**src/inc/otr_pkg.sv**
```systemverilog
// Purpose: Shared constants and types for the over-temperature fault response block
// Assumes: Temperatures and limits use the 16-bit linear number format
// Notes:   Decoded values are signed fixed point with FIX_FRAC fraction bits
package otr_pkg;
  // Command codes of the held registers
  localparam logic [7:0]  CMD_OT_FLT_LIM = 8'h4f;
  localparam logic [7:0]  CMD_OT_REACT   = 8'h50;
  localparam logic [7:0]  CMD_OT_WARN    = 8'h51;
  localparam logic [7:0]  CMD_UT_WARN    = 8'h52;
  // Values after reset: latch-off reaction, 125, 105 and -40 degrees
  localparam logic [7:0]  REACT_RST      = 8'hc0;
  localparam logic [15:0] OT_FLT_RST     = 16'h007d;
  localparam logic [15:0] OT_WARN_RST    = 16'h0069;
  localparam logic [15:0] UT_WARN_RST    = 16'h07d8;
  // Reaction byte field positions
  localparam int RESP_MSB  = 7;
  localparam int RESP_LSB  = 6;
  localparam int RETRY_MSB = 5;
  localparam int RETRY_LSB = 3;
  localparam int DLY_MSB   = 2;
  localparam logic [2:0]  RETRY_NONE    = 3'h0;
  localparam logic [2:0]  RETRY_FOREVER = 3'h7;
  // Decoded fixed-point width and linear exponent bias
  localparam int FIX_W    = 48;
  localparam int FIX_FRAC = 16;
  localparam int MANT_W   = 11;
  localparam int CNT_W    = 23;
  localparam logic [4:0]  EXP_BIAS_FLIP = 5'h10;

  typedef enum logic [1:0] {
    RESP_IGNORE = 2'h0,
    RESP_DEFER  = 2'h1,
    RESP_RETRY  = 2'h2,
    RESP_LATCH  = 2'h3
  } otr_resp_t;

  typedef enum logic [3:0] {
    ST_RUN   = 4'h1,
    ST_DEFER = 4'h2,
    ST_RETRY = 4'h4,
    ST_LATCH = 4'h8
  } otr_state_t;
endpackage : otr_pkg

```
**src/inc/otr_tmr_if.sv**
```systemverilog
// Purpose: Carrier between the response controller and its delay timer
// Assumes: One clock domain
// Notes:   done is a one-cycle pulse
`timescale 1ns/1ps
interface otr_tmr_if;
  logic       start;
  logic [2:0] code;
  logic       busy;
  logic       done;
  modport ctl (output start, output code, input busy, input done);
  modport tmr (input start, input code, output busy, output done);
endinterface : otr_tmr_if

```
**src/rtl/otr_delay_timer.sv**
```systemverilog
// Purpose: Counts the decoded delay, unit length times two to the code
// Assumes: unit_in is the delay unit in clock cycles; zero is taken as one
// Notes:   A start while busy restarts the count
`timescale 1ns/1ps
module otr_delay_timer
  import otr_pkg::*;
(
  input  wire logic        ref_clk_in,
  input  wire logic        rst_n_in,
  input  wire logic [15:0] unit_in,
  otr_tmr_if.tmr           tmr
);
  logic [CNT_W-1:0] cnt_r;
  logic             busy_r;
  logic             done_r;
  logic [CNT_W-1:0] total;

  assign total = {7'h00, (unit_in == 16'h0000) ? 16'h0001 : unit_in} << tmr.code;

  always_ff @(posedge ref_clk_in or negedge rst_n_in)
  begin
    if (!rst_n_in)
    begin
      cnt_r  <= '0;
      busy_r <= 1'b0;
      done_r <= 1'b0;
    end
    else if (tmr.start)
    begin
      cnt_r  <= total - 23'h000001;
      busy_r <= 1'b1;
      done_r <= 1'b0;
    end
    else if (busy_r && cnt_r == '0)
    begin
      busy_r <= 1'b0;
      done_r <= 1'b1;
    end
    else
    begin
      cnt_r  <= busy_r ? cnt_r - 23'h000001 : cnt_r;
      done_r <= 1'b0;
    end
  end

  assign tmr.busy = busy_r;
  assign tmr.done = done_r;
endmodule : otr_delay_timer

```
**src/rtl/otr_fault_resp.sv**
```systemverilog
// Purpose: Over-temperature fault reaction, retry sequencing and limit registers
// Assumes: Inputs synchronous to ref_clk_in; delay unit length comes from outside
// Notes:   Output is on only while both the pin and the operation command ask for it
`timescale 1ns/1ps

module otr_fault_resp
  import otr_pkg::*;
(
  input  wire logic        ref_clk_in,
  input  wire logic        rst_n_in,
  input  wire logic        cmd_valid_in,
  input  wire logic        cmd_write_in,
  input  wire logic [7:0]  cmd_code_in,
  input  wire logic [15:0] cmd_wdata_in,
  output logic             cmd_ack_out,
  output logic             cmd_nak_out,
  output logic [15:0]      cmd_rdata_out,
  input  wire logic        clear_faults_in,
  input  wire logic        ot_flag_clr_in,
  input  wire logic        ctrl_pin_on_in,
  input  wire logic        operation_on_in,
  input  wire logic        other_fault_in,
  input  wire logic [15:0] temp_in,
  input  wire logic [15:0] delay_unit_in,
  output logic             power_en_out,
  output logic             retry_attempt_out,
  output logic             ot_fault_flag_out,
  output logic             ot_warn_flag_out,
  output logic             ut_warn_flag_out
);
  logic [7:0]  react_r;
  logic [15:0] ot_flt_r;
  logic [15:0] ot_warn_r;
  logic [15:0] ut_warn_r;
  logic        ack_r;
  logic        nak_r;
  logic [15:0] rdata_r;
  logic        hit;
  logic        wr_en;

  otr_state_t  state_r;
  otr_state_t  state_nxt;
  logic [2:0]  retry_left_r;
  logic        power_en_r;
  logic        attempt_r;
  logic        ot_flag_r;
  logic        otw_flag_r;
  logic        utw_flag_r;

  otr_resp_t   resp;
  logic [2:0]  retries;
  logic        cmd_on;
  logic        ot_fault;
  logic        ot_warn_hit;
  logic        ut_warn_hit;
  logic        fault_clr;
  logic        off_go;
  logic        load_retry;
  logic        dec_retry;
  logic        attempt;
  logic        tmr_start;

  logic [15:0]             lin_src [4];
  logic signed [FIX_W-1:0] fix_val [4];

  otr_tmr_if tmr_if ();

  otr_delay_timer u_timer (
    .ref_clk_in (ref_clk_in),
    .rst_n_in   (rst_n_in),
    .unit_in    (delay_unit_in),
    .tmr        (tmr_if.tmr)
  );

  assign tmr_if.start = tmr_start;
  assign tmr_if.code  = react_r[DLY_MSB:0];

  assign lin_src[0] = temp_in;
  assign lin_src[1] = ot_flt_r;
  assign lin_src[2] = ot_warn_r;
  assign lin_src[3] = ut_warn_r;

  for (genvar g = 0; g < 4; g++)
  begin : g_dec
    otr_lin_decode u_dec (
      .lin_in  (lin_src[g]),
      .fix_out (fix_val[g])
    );
  end

  assign ot_fault    = fix_val[0] > fix_val[1];
  assign ot_warn_hit = fix_val[0] > fix_val[2];
  assign ut_warn_hit = fix_val[0] < fix_val[3];

  assign resp      = otr_resp_t'(react_r[RESP_MSB:RESP_LSB]);
  assign retries   = react_r[RETRY_MSB:RETRY_LSB];
  assign cmd_on    = ctrl_pin_on_in & operation_on_in;
  assign fault_clr = clear_faults_in | ot_flag_clr_in;

  // Command port: every code answers the cycle after, unknown codes with a nak
  assign hit   = cmd_code_in inside {CMD_OT_FLT_LIM, CMD_OT_REACT, CMD_OT_WARN, CMD_UT_WARN};
  assign wr_en = cmd_valid_in & cmd_write_in;

  always_ff @(posedge ref_clk_in or negedge rst_n_in)
  begin
    if (!rst_n_in)
    begin
      ack_r   <= 1'b0;
      nak_r   <= 1'b0;
      rdata_r <= '0;
    end
    else
    begin
      ack_r <= cmd_valid_in & hit;
      nak_r <= cmd_valid_in & ~hit;
      if (cmd_valid_in && !cmd_write_in)
      begin
        unique case (cmd_code_in)
          CMD_OT_FLT_LIM: rdata_r <= ot_flt_r;
          CMD_OT_REACT:   rdata_r <= {8'h00, react_r};
          CMD_OT_WARN:    rdata_r <= ot_warn_r;
          CMD_UT_WARN:    rdata_r <= ut_warn_r;
          default:        rdata_r <= '0;
        endcase
      end
    end
  end

  always_ff @(posedge ref_clk_in or negedge rst_n_in)
  begin
    if (!rst_n_in)
    begin
      react_r <= REACT_RST;
    end
    else if (wr_en && cmd_code_in == CMD_OT_REACT)
    begin
      react_r <= cmd_wdata_in[7:0];
    end
  end

  always_ff @(posedge ref_clk_in or negedge rst_n_in)
  begin
    if (!rst_n_in)
    begin
      ot_flt_r <= OT_FLT_RST;
    end
    else if (wr_en && cmd_code_in == CMD_OT_FLT_LIM)
    begin
      ot_flt_r <= cmd_wdata_in;
    end
  end

  always_ff @(posedge ref_clk_in or negedge rst_n_in)
  begin
    if (!rst_n_in)
    begin
      ot_warn_r <= OT_WARN_RST;
      ut_warn_r <= UT_WARN_RST;
    end
    else if (wr_en)
    begin
      if (cmd_code_in == CMD_OT_WARN)
      begin
        ot_warn_r <= cmd_wdata_in;
      end
      if (cmd_code_in == CMD_UT_WARN)
      begin
        ut_warn_r <= cmd_wdata_in;
      end
    end
  end

  // Reaction sequencer; commanding off overrides everything
  always_comb
  begin
    state_nxt  = state_r;
    off_go     = 1'b0;
    load_retry = 1'b0;
    dec_retry  = 1'b0;
    attempt    = 1'b0;
    tmr_start  = 1'b0;
    if (!cmd_on)
    begin
      state_nxt = ST_RUN;
    end
    else
    begin
      unique case (state_r)
        ST_RUN:
          if (ot_fault)
          begin
            unique case (resp)
              RESP_IGNORE: state_nxt = ST_RUN;
              RESP_DEFER:
              begin
                state_nxt = ST_DEFER;
                tmr_start = 1'b1;
              end
              RESP_RETRY: off_go = 1'b1;
              RESP_LATCH: state_nxt = ST_LATCH;
            endcase
          end
        ST_DEFER:
          if (tmr_if.done)
          begin
            if (ot_fault)
            begin
              off_go = 1'b1;
            end
            else
            begin
              state_nxt = ST_RUN;
            end
          end
        ST_RETRY:
          if (other_fault_in)
          begin
            state_nxt = ST_LATCH;
          end
          else if (tmr_if.done)
          begin
            attempt   = 1'b1;
            dec_retry = 1'b1;
            if (!ot_fault)
            begin
              state_nxt = ST_RUN;
            end
            else if (retries != RETRY_FOREVER && retry_left_r <= 3'h1)
            begin
              state_nxt = ST_LATCH;
            end
            else
            begin
              tmr_start = 1'b1;
            end
          end
        ST_LATCH:
          if (fault_clr)
          begin
            state_nxt = ST_RUN;
          end
        default: state_nxt = ST_RUN;
      endcase
      if (off_go)
      begin
        if (retries == RETRY_NONE)
        begin
          state_nxt = ST_LATCH;
        end
        else
        begin
          state_nxt  = ST_RETRY;
          tmr_start  = 1'b1;
          load_retry = 1'b1;
        end
      end
    end
  end

  always_ff @(posedge ref_clk_in or negedge rst_n_in)
  begin
    if (!rst_n_in)
    begin
      state_r <= ST_RUN;
    end
    else
    begin
      state_r <= state_nxt;
    end
  end

  always_ff @(posedge ref_clk_in or negedge rst_n_in)
  begin
    if (!rst_n_in)
    begin
      retry_left_r <= '0;
    end
    else if (load_retry)
    begin
      retry_left_r <= retries;
    end
    else if (dec_retry && retries != RETRY_FOREVER && retry_left_r != '0)
    begin
      retry_left_r <= retry_left_r - 3'h1;
    end
  end

  // Output registered from the next state so it drops with the state change
  always_ff @(posedge ref_clk_in or negedge rst_n_in)
  begin
    if (!rst_n_in)
    begin
      power_en_r <= 1'b0;
      attempt_r  <= 1'b0;
    end
    else
    begin
      power_en_r <= cmd_on & (state_nxt == ST_RUN || state_nxt == ST_DEFER);
      attempt_r  <= attempt;
    end
  end

  // Sticky flags; a new hit in the clearing cycle wins
  always_ff @(posedge ref_clk_in or negedge rst_n_in)
  begin
    if (!rst_n_in)
    begin
      ot_flag_r  <= 1'b0;
      otw_flag_r <= 1'b0;
      utw_flag_r <= 1'b0;
    end
    else
    begin
      ot_flag_r  <= ot_fault | (ot_flag_r & ~fault_clr);
      otw_flag_r <= ot_warn_hit | (otw_flag_r & ~clear_faults_in);
      utw_flag_r <= ut_warn_hit | (utw_flag_r & ~clear_faults_in);
    end
  end

  assign cmd_ack_out       = ack_r;
  assign cmd_nak_out       = nak_r;
  assign cmd_rdata_out     = rdata_r;
  assign power_en_out      = power_en_r;
  assign retry_attempt_out = attempt_r;
  assign ot_fault_flag_out = ot_flag_r;
  assign ot_warn_flag_out  = otw_flag_r;
  assign ut_warn_flag_out  = utw_flag_r;
endmodule : otr_fault_resp

```
**src/rtl/otr_lin_decode.sv**
```systemverilog
// Purpose: Linear-format word to signed fixed point
// Assumes: Exponent in bits 15:11, mantissa in bits 10:0, both two's complement
// Notes:   Purely combinational; exact for every code
`timescale 1ns/1ps
module otr_lin_decode
  import otr_pkg::*;
(
  input  wire logic [15:0]             lin_in,
  output logic signed [FIX_W-1:0]      fix_out
);
  logic [4:0] shamt;

  // Flipping the sign bit adds the bias of 16, giving a shift of 0..31
  assign shamt   = lin_in[15:11] ^ EXP_BIAS_FLIP;
  assign fix_out = {{(FIX_W-MANT_W){lin_in[MANT_W-1]}}, lin_in[MANT_W-1:0]} << shamt;
endmodule : otr_lin_decode

```
**config.mk**
```make
export PLATFORM = sky130hd
export DESIGN_NAME = otr_fault_resp
export DESIGN_NICKNAME = d
export VERILOG_FILES = /design/src/inc/otr_pkg.sv /design/src/inc/otr_tmr_if.sv /design/src/rtl/otr_delay_timer.sv /design/src/rtl/otr_fault_resp.sv /design/src/rtl/otr_lin_decode.sv
export SDC_FILE = /design/constraint.sdc
export NUM_CORES = 1
export LEC_CHECK = 0
export BUFFER_PORTS_ARGS = -buffer_cell sky130_fd_sc_hd__buf_2
export CORE_ASPECT_RATIO = 0.7
export CORE_MARGIN = 5
export CORE_UTILIZATION = 47
export DETAILED_ROUTE_END_ITERATION = 10
export SKIP_LAST_GASP = 1
export SLEW_MARGIN = 20
export SYNTH_ARGS = -nofsm -noshare
export SYNTH_HDL_FRONTEND = slang
export SYNTH_SLANG_ARGS = --single-unit
```
**constraint.sdc**
```tcl
create_clock -name ref_clk_in -period 14.64 [get_ports ref_clk_in]
set_input_delay 0.732 -clock ref_clk_in [delete_from_list [all_inputs] [get_ports ref_clk_in]]
set_output_delay 0.732 -clock ref_clk_in [all_outputs]
set_load 0.1 [all_outputs]
```
==> flow_summary.json <==
{
  "path_clk_slew_ps": 80,
  "worst_path_largest_cell_delay_ps": 550,
  "startpoint_type": "primary input",
  "vias_per_cell": 6.13,
  "yosys_warnings": 0,
  "hold_buffers": 0,
  "relSlewSlack_pct": 15.2,
  "hold_viol": 0,
  "regToRegSetupSlack_ps": 7820,
  "swShare_pct": 37.3,
  "crit_cells": 25,
  "drt-pass1-iter-count": 6,
  "p_comb_share_pct": 33.2,
  "p_clk_share_pct": 28.7,
  "dp_hpwl_mm": 33.8,
  "min_path_type": "in -> async",
  "startpoint": "temp_in[12]",
  "ys_seq_area_share_pct": 21.9,
  "powerDensity_nw_per_um2": 68.4,
  "cp_data_arrival_time_ps": 7110,
  "grt_pass1_vias": 10800,
  "synth.avg_cell_area_um2": 7.98,
  "worstSetupEndpoint": "u_timer.cnt_r[20]",
  "cts-root-buf": "clkbuf_16",
  "ys_ff_latch": 111,
  "die_w_um": 207,
  "grt_max_degree": 64,
  "antenna_found_initial": 1,
  "synth.area.top_cells": "dfrtp_1, ha_1, mux2i_1",
  "synth_top_area_share_pct": 17.8,
  "cp_top_family": "simple AND/OR/NAND/NOR gates",
  "critical_path_class": "in -> reg",
  "fin_skew_ps": 12.9,
  "drv_slew": 0,
  "routed_wl_mm": 42.4,
  "area_growth_pct": 6.93,
  "worstReg2RegEnd": "u_timer.cnt_r[20]",
  "tightest_slew_ps": 1260,
  "p_leak_nw": 5.85,
  "syn_area_um2": 12800,
  "drc": 0,
  "gr-total-overflow": 0,
  "cts_tree": "built",
  "die_h_um": 148,
  "synth_commonest_cells": "nand2_1, nor2_1, ha_1, a21oi_1, o21ai_0",
  "nets": 1816,
  "antenna_cells": 0,
  "period_share_pct": 46.6,
  "ant_nets": 0,
  "io_buffer_count": 87,
  "syn_nets": 1801,
  "p_sw_uw": 350,
  "initial_utilization_pct": 47.8,
  "crit_fanout": 19,
  "synth_flop_cell": "dfrtp_1",
  "status": "complete, no violations",
  "fmax_ghz": 0.147,
  "intPower_uw": 588,
  "final-setup-viol-count": 0,
  "synth-edff-count": 0,
  "ir_drop_mv": 0.0536,
  "num_io_pins": 88,
  "worstPathRequired_ps": 14930,
  "grt_first_pass_wirelength_mm": 64.4,
  "wire_per_inst_um": 21.3,
  "worst_hold_slack_ps": 378,
  "ctsResizeCount": 0,
  "grt.total_usage_pct": 26.6,
  "critPathBufInv": 1,
  "syn_inst": 1607,
  "synth_cell_types": 96,
  "cap_violations": 0,
  "critPathSlowestCell": "a21o_1",
  "synthMostInstantiatedCell": "nand2_1",
  "cp-end-kind": "register",
  "num_rows": 50,
  "period_needed_ps": 6820,
  "power_frac_seq_pct": 38.1,
  "routabilityCongestion": 0.983,
  "cts_buffers": 9,
  "rr_worst_depth": 23,
  "fin_setup_tns_ps": 0,
  "vias": 12200,
  "clk_latency_ps": 360,
  "yosys.area.top_type": "dfrtp_1",
  "clock-sinks": 111,
  "htreeDepth": 3,
  "cts_buffer_depth": 2,
  "r2r_start": "ot_flt_r[12]",
  "post_cts_buffers": 0,
  "rsz0062_at_grt": "false",
  "die_area_um2": 30700,
  "utilization_pct": 51.1,
  "synthArstFlopShare_pct": 100,
  "coreArea_um2": 26800,
  "drtIter0Drc": 1412,
  "drive_gt1_share_pct": 15.7
}
-- kinds of logic after synthesis --
| family | synth area share [%] |
|---|---|
| DFF | 21.9 |
| muxes | 14.8 |
| adders and majority gates | 12.6 |
| buffers and inverters | 4.29 |
| AOI/OAI and AO/OA | 21.8 |
| xor gates and xnor gates | 2.60 |
| and+or+nand+nor | 22.1 |
-- sequential cells by signal, summed over array words and instances, names as in the netlist, 3 cells and up --
| signal | count |
|---|---|
| retry_left_r | 3 |
| react_r | 8 |
| ot_flt_r | 16 |
| ot_warn_r | 16 |
| state_r | 4 |
| cmd_rdata_out | 16 |
| ut_warn_r | 16 |
| u_timer.cnt_r | 23 |
-- worst min path at each step --
| stage | slack [ps] | depth (start not counted) | start | end |
|---|---|---|---|---|
| final | 380 | 1 | rst_n_in | ot_warn_flag_out |
| after CTS | 390 | 1 | rst_n_in | ot_warn_flag_out |
| after floorplan | 440 | 0 | rst_n_in | cmd_ack_out |
| after global placement | 460 | 2 | cmd_rdata_out[12] | cmd_rdata_out[12] |
| after global routing | 420 | 1 | rst_n_in | ot_warn_flag_out |
| after detailed placement | 470 | 2 | cmd_rdata_out[15] | cmd_rdata_out[15] |
-- stage by stage --
step / cells / worst slack [ps] / area (µm²) / power, mW
floorplan: 1607 / 8500 / 12800 / 0.570
global placement: 1975 / 7780 / 13400 / 0.663
detailed placement: 1975 / 7570 / 13400 / 0.664
CTS: 1991 / 7890 / 13700 / 0.935
global route: 1991 / 7220 / 13700 / 0.992
finish: 1991 / 7820 / 13700 / 0.938
-- metal layers --
layer	vias to the layer above	track usage [%]	share of wire (%)
met3	29	7.74	10
met2	496	34.6	37
met5	-	1.41	0.14
li1	5926	-	-
met1	5750	43.4	51
met4	2	2.61	0.59
-- layout make-up --
cell class,count,area (µm²)
Inverter,30,113
Fill cell,2630,13100
Sequential cell,111,2800
Clock inverter,6,85.1
Timing Repair Buffer,98,520
Clock buffer,10,239
Multi-Input combinational cell,1372,9500
Tap cell,364,455
-- power by group through the flow --
stage	logic, mW	clock network (mW)	registers, mW
6_report	0.312	0.269	0.357
5_1_grt	0.344	0.286	0.361
3_3_place_gp	0.302	0	0.362
2_1_floorplan	0.211	0	0.360
4_1_cts	0.305	0.273	0.357
3_5_place_dp	0.303	0	0.361
-- cell usage in the layout, fill, tap and decap left out, types with 32 or more instances in the layout --
| cell type | netlist | final |
|---|---|---|
| buf_2 | 6 | 86 |
| nor3_1 | 43 | 42 |
| mux2_2 | 74 | 74 |
| dfrtp_1 | 91 | 91 |
| ha_1 | 129 | 129 |
| o21ai_0 | 124 | 124 |
| a21oi_1 | 127 | 127 |
| nand2_1 | 203 | 203 |
| nand2b_1 | 32 | 32 |
| mux2i_1 | 97 | 97 |
| nor2_1 | 134 | 134 |
Power figures use the tool's default switching activity.
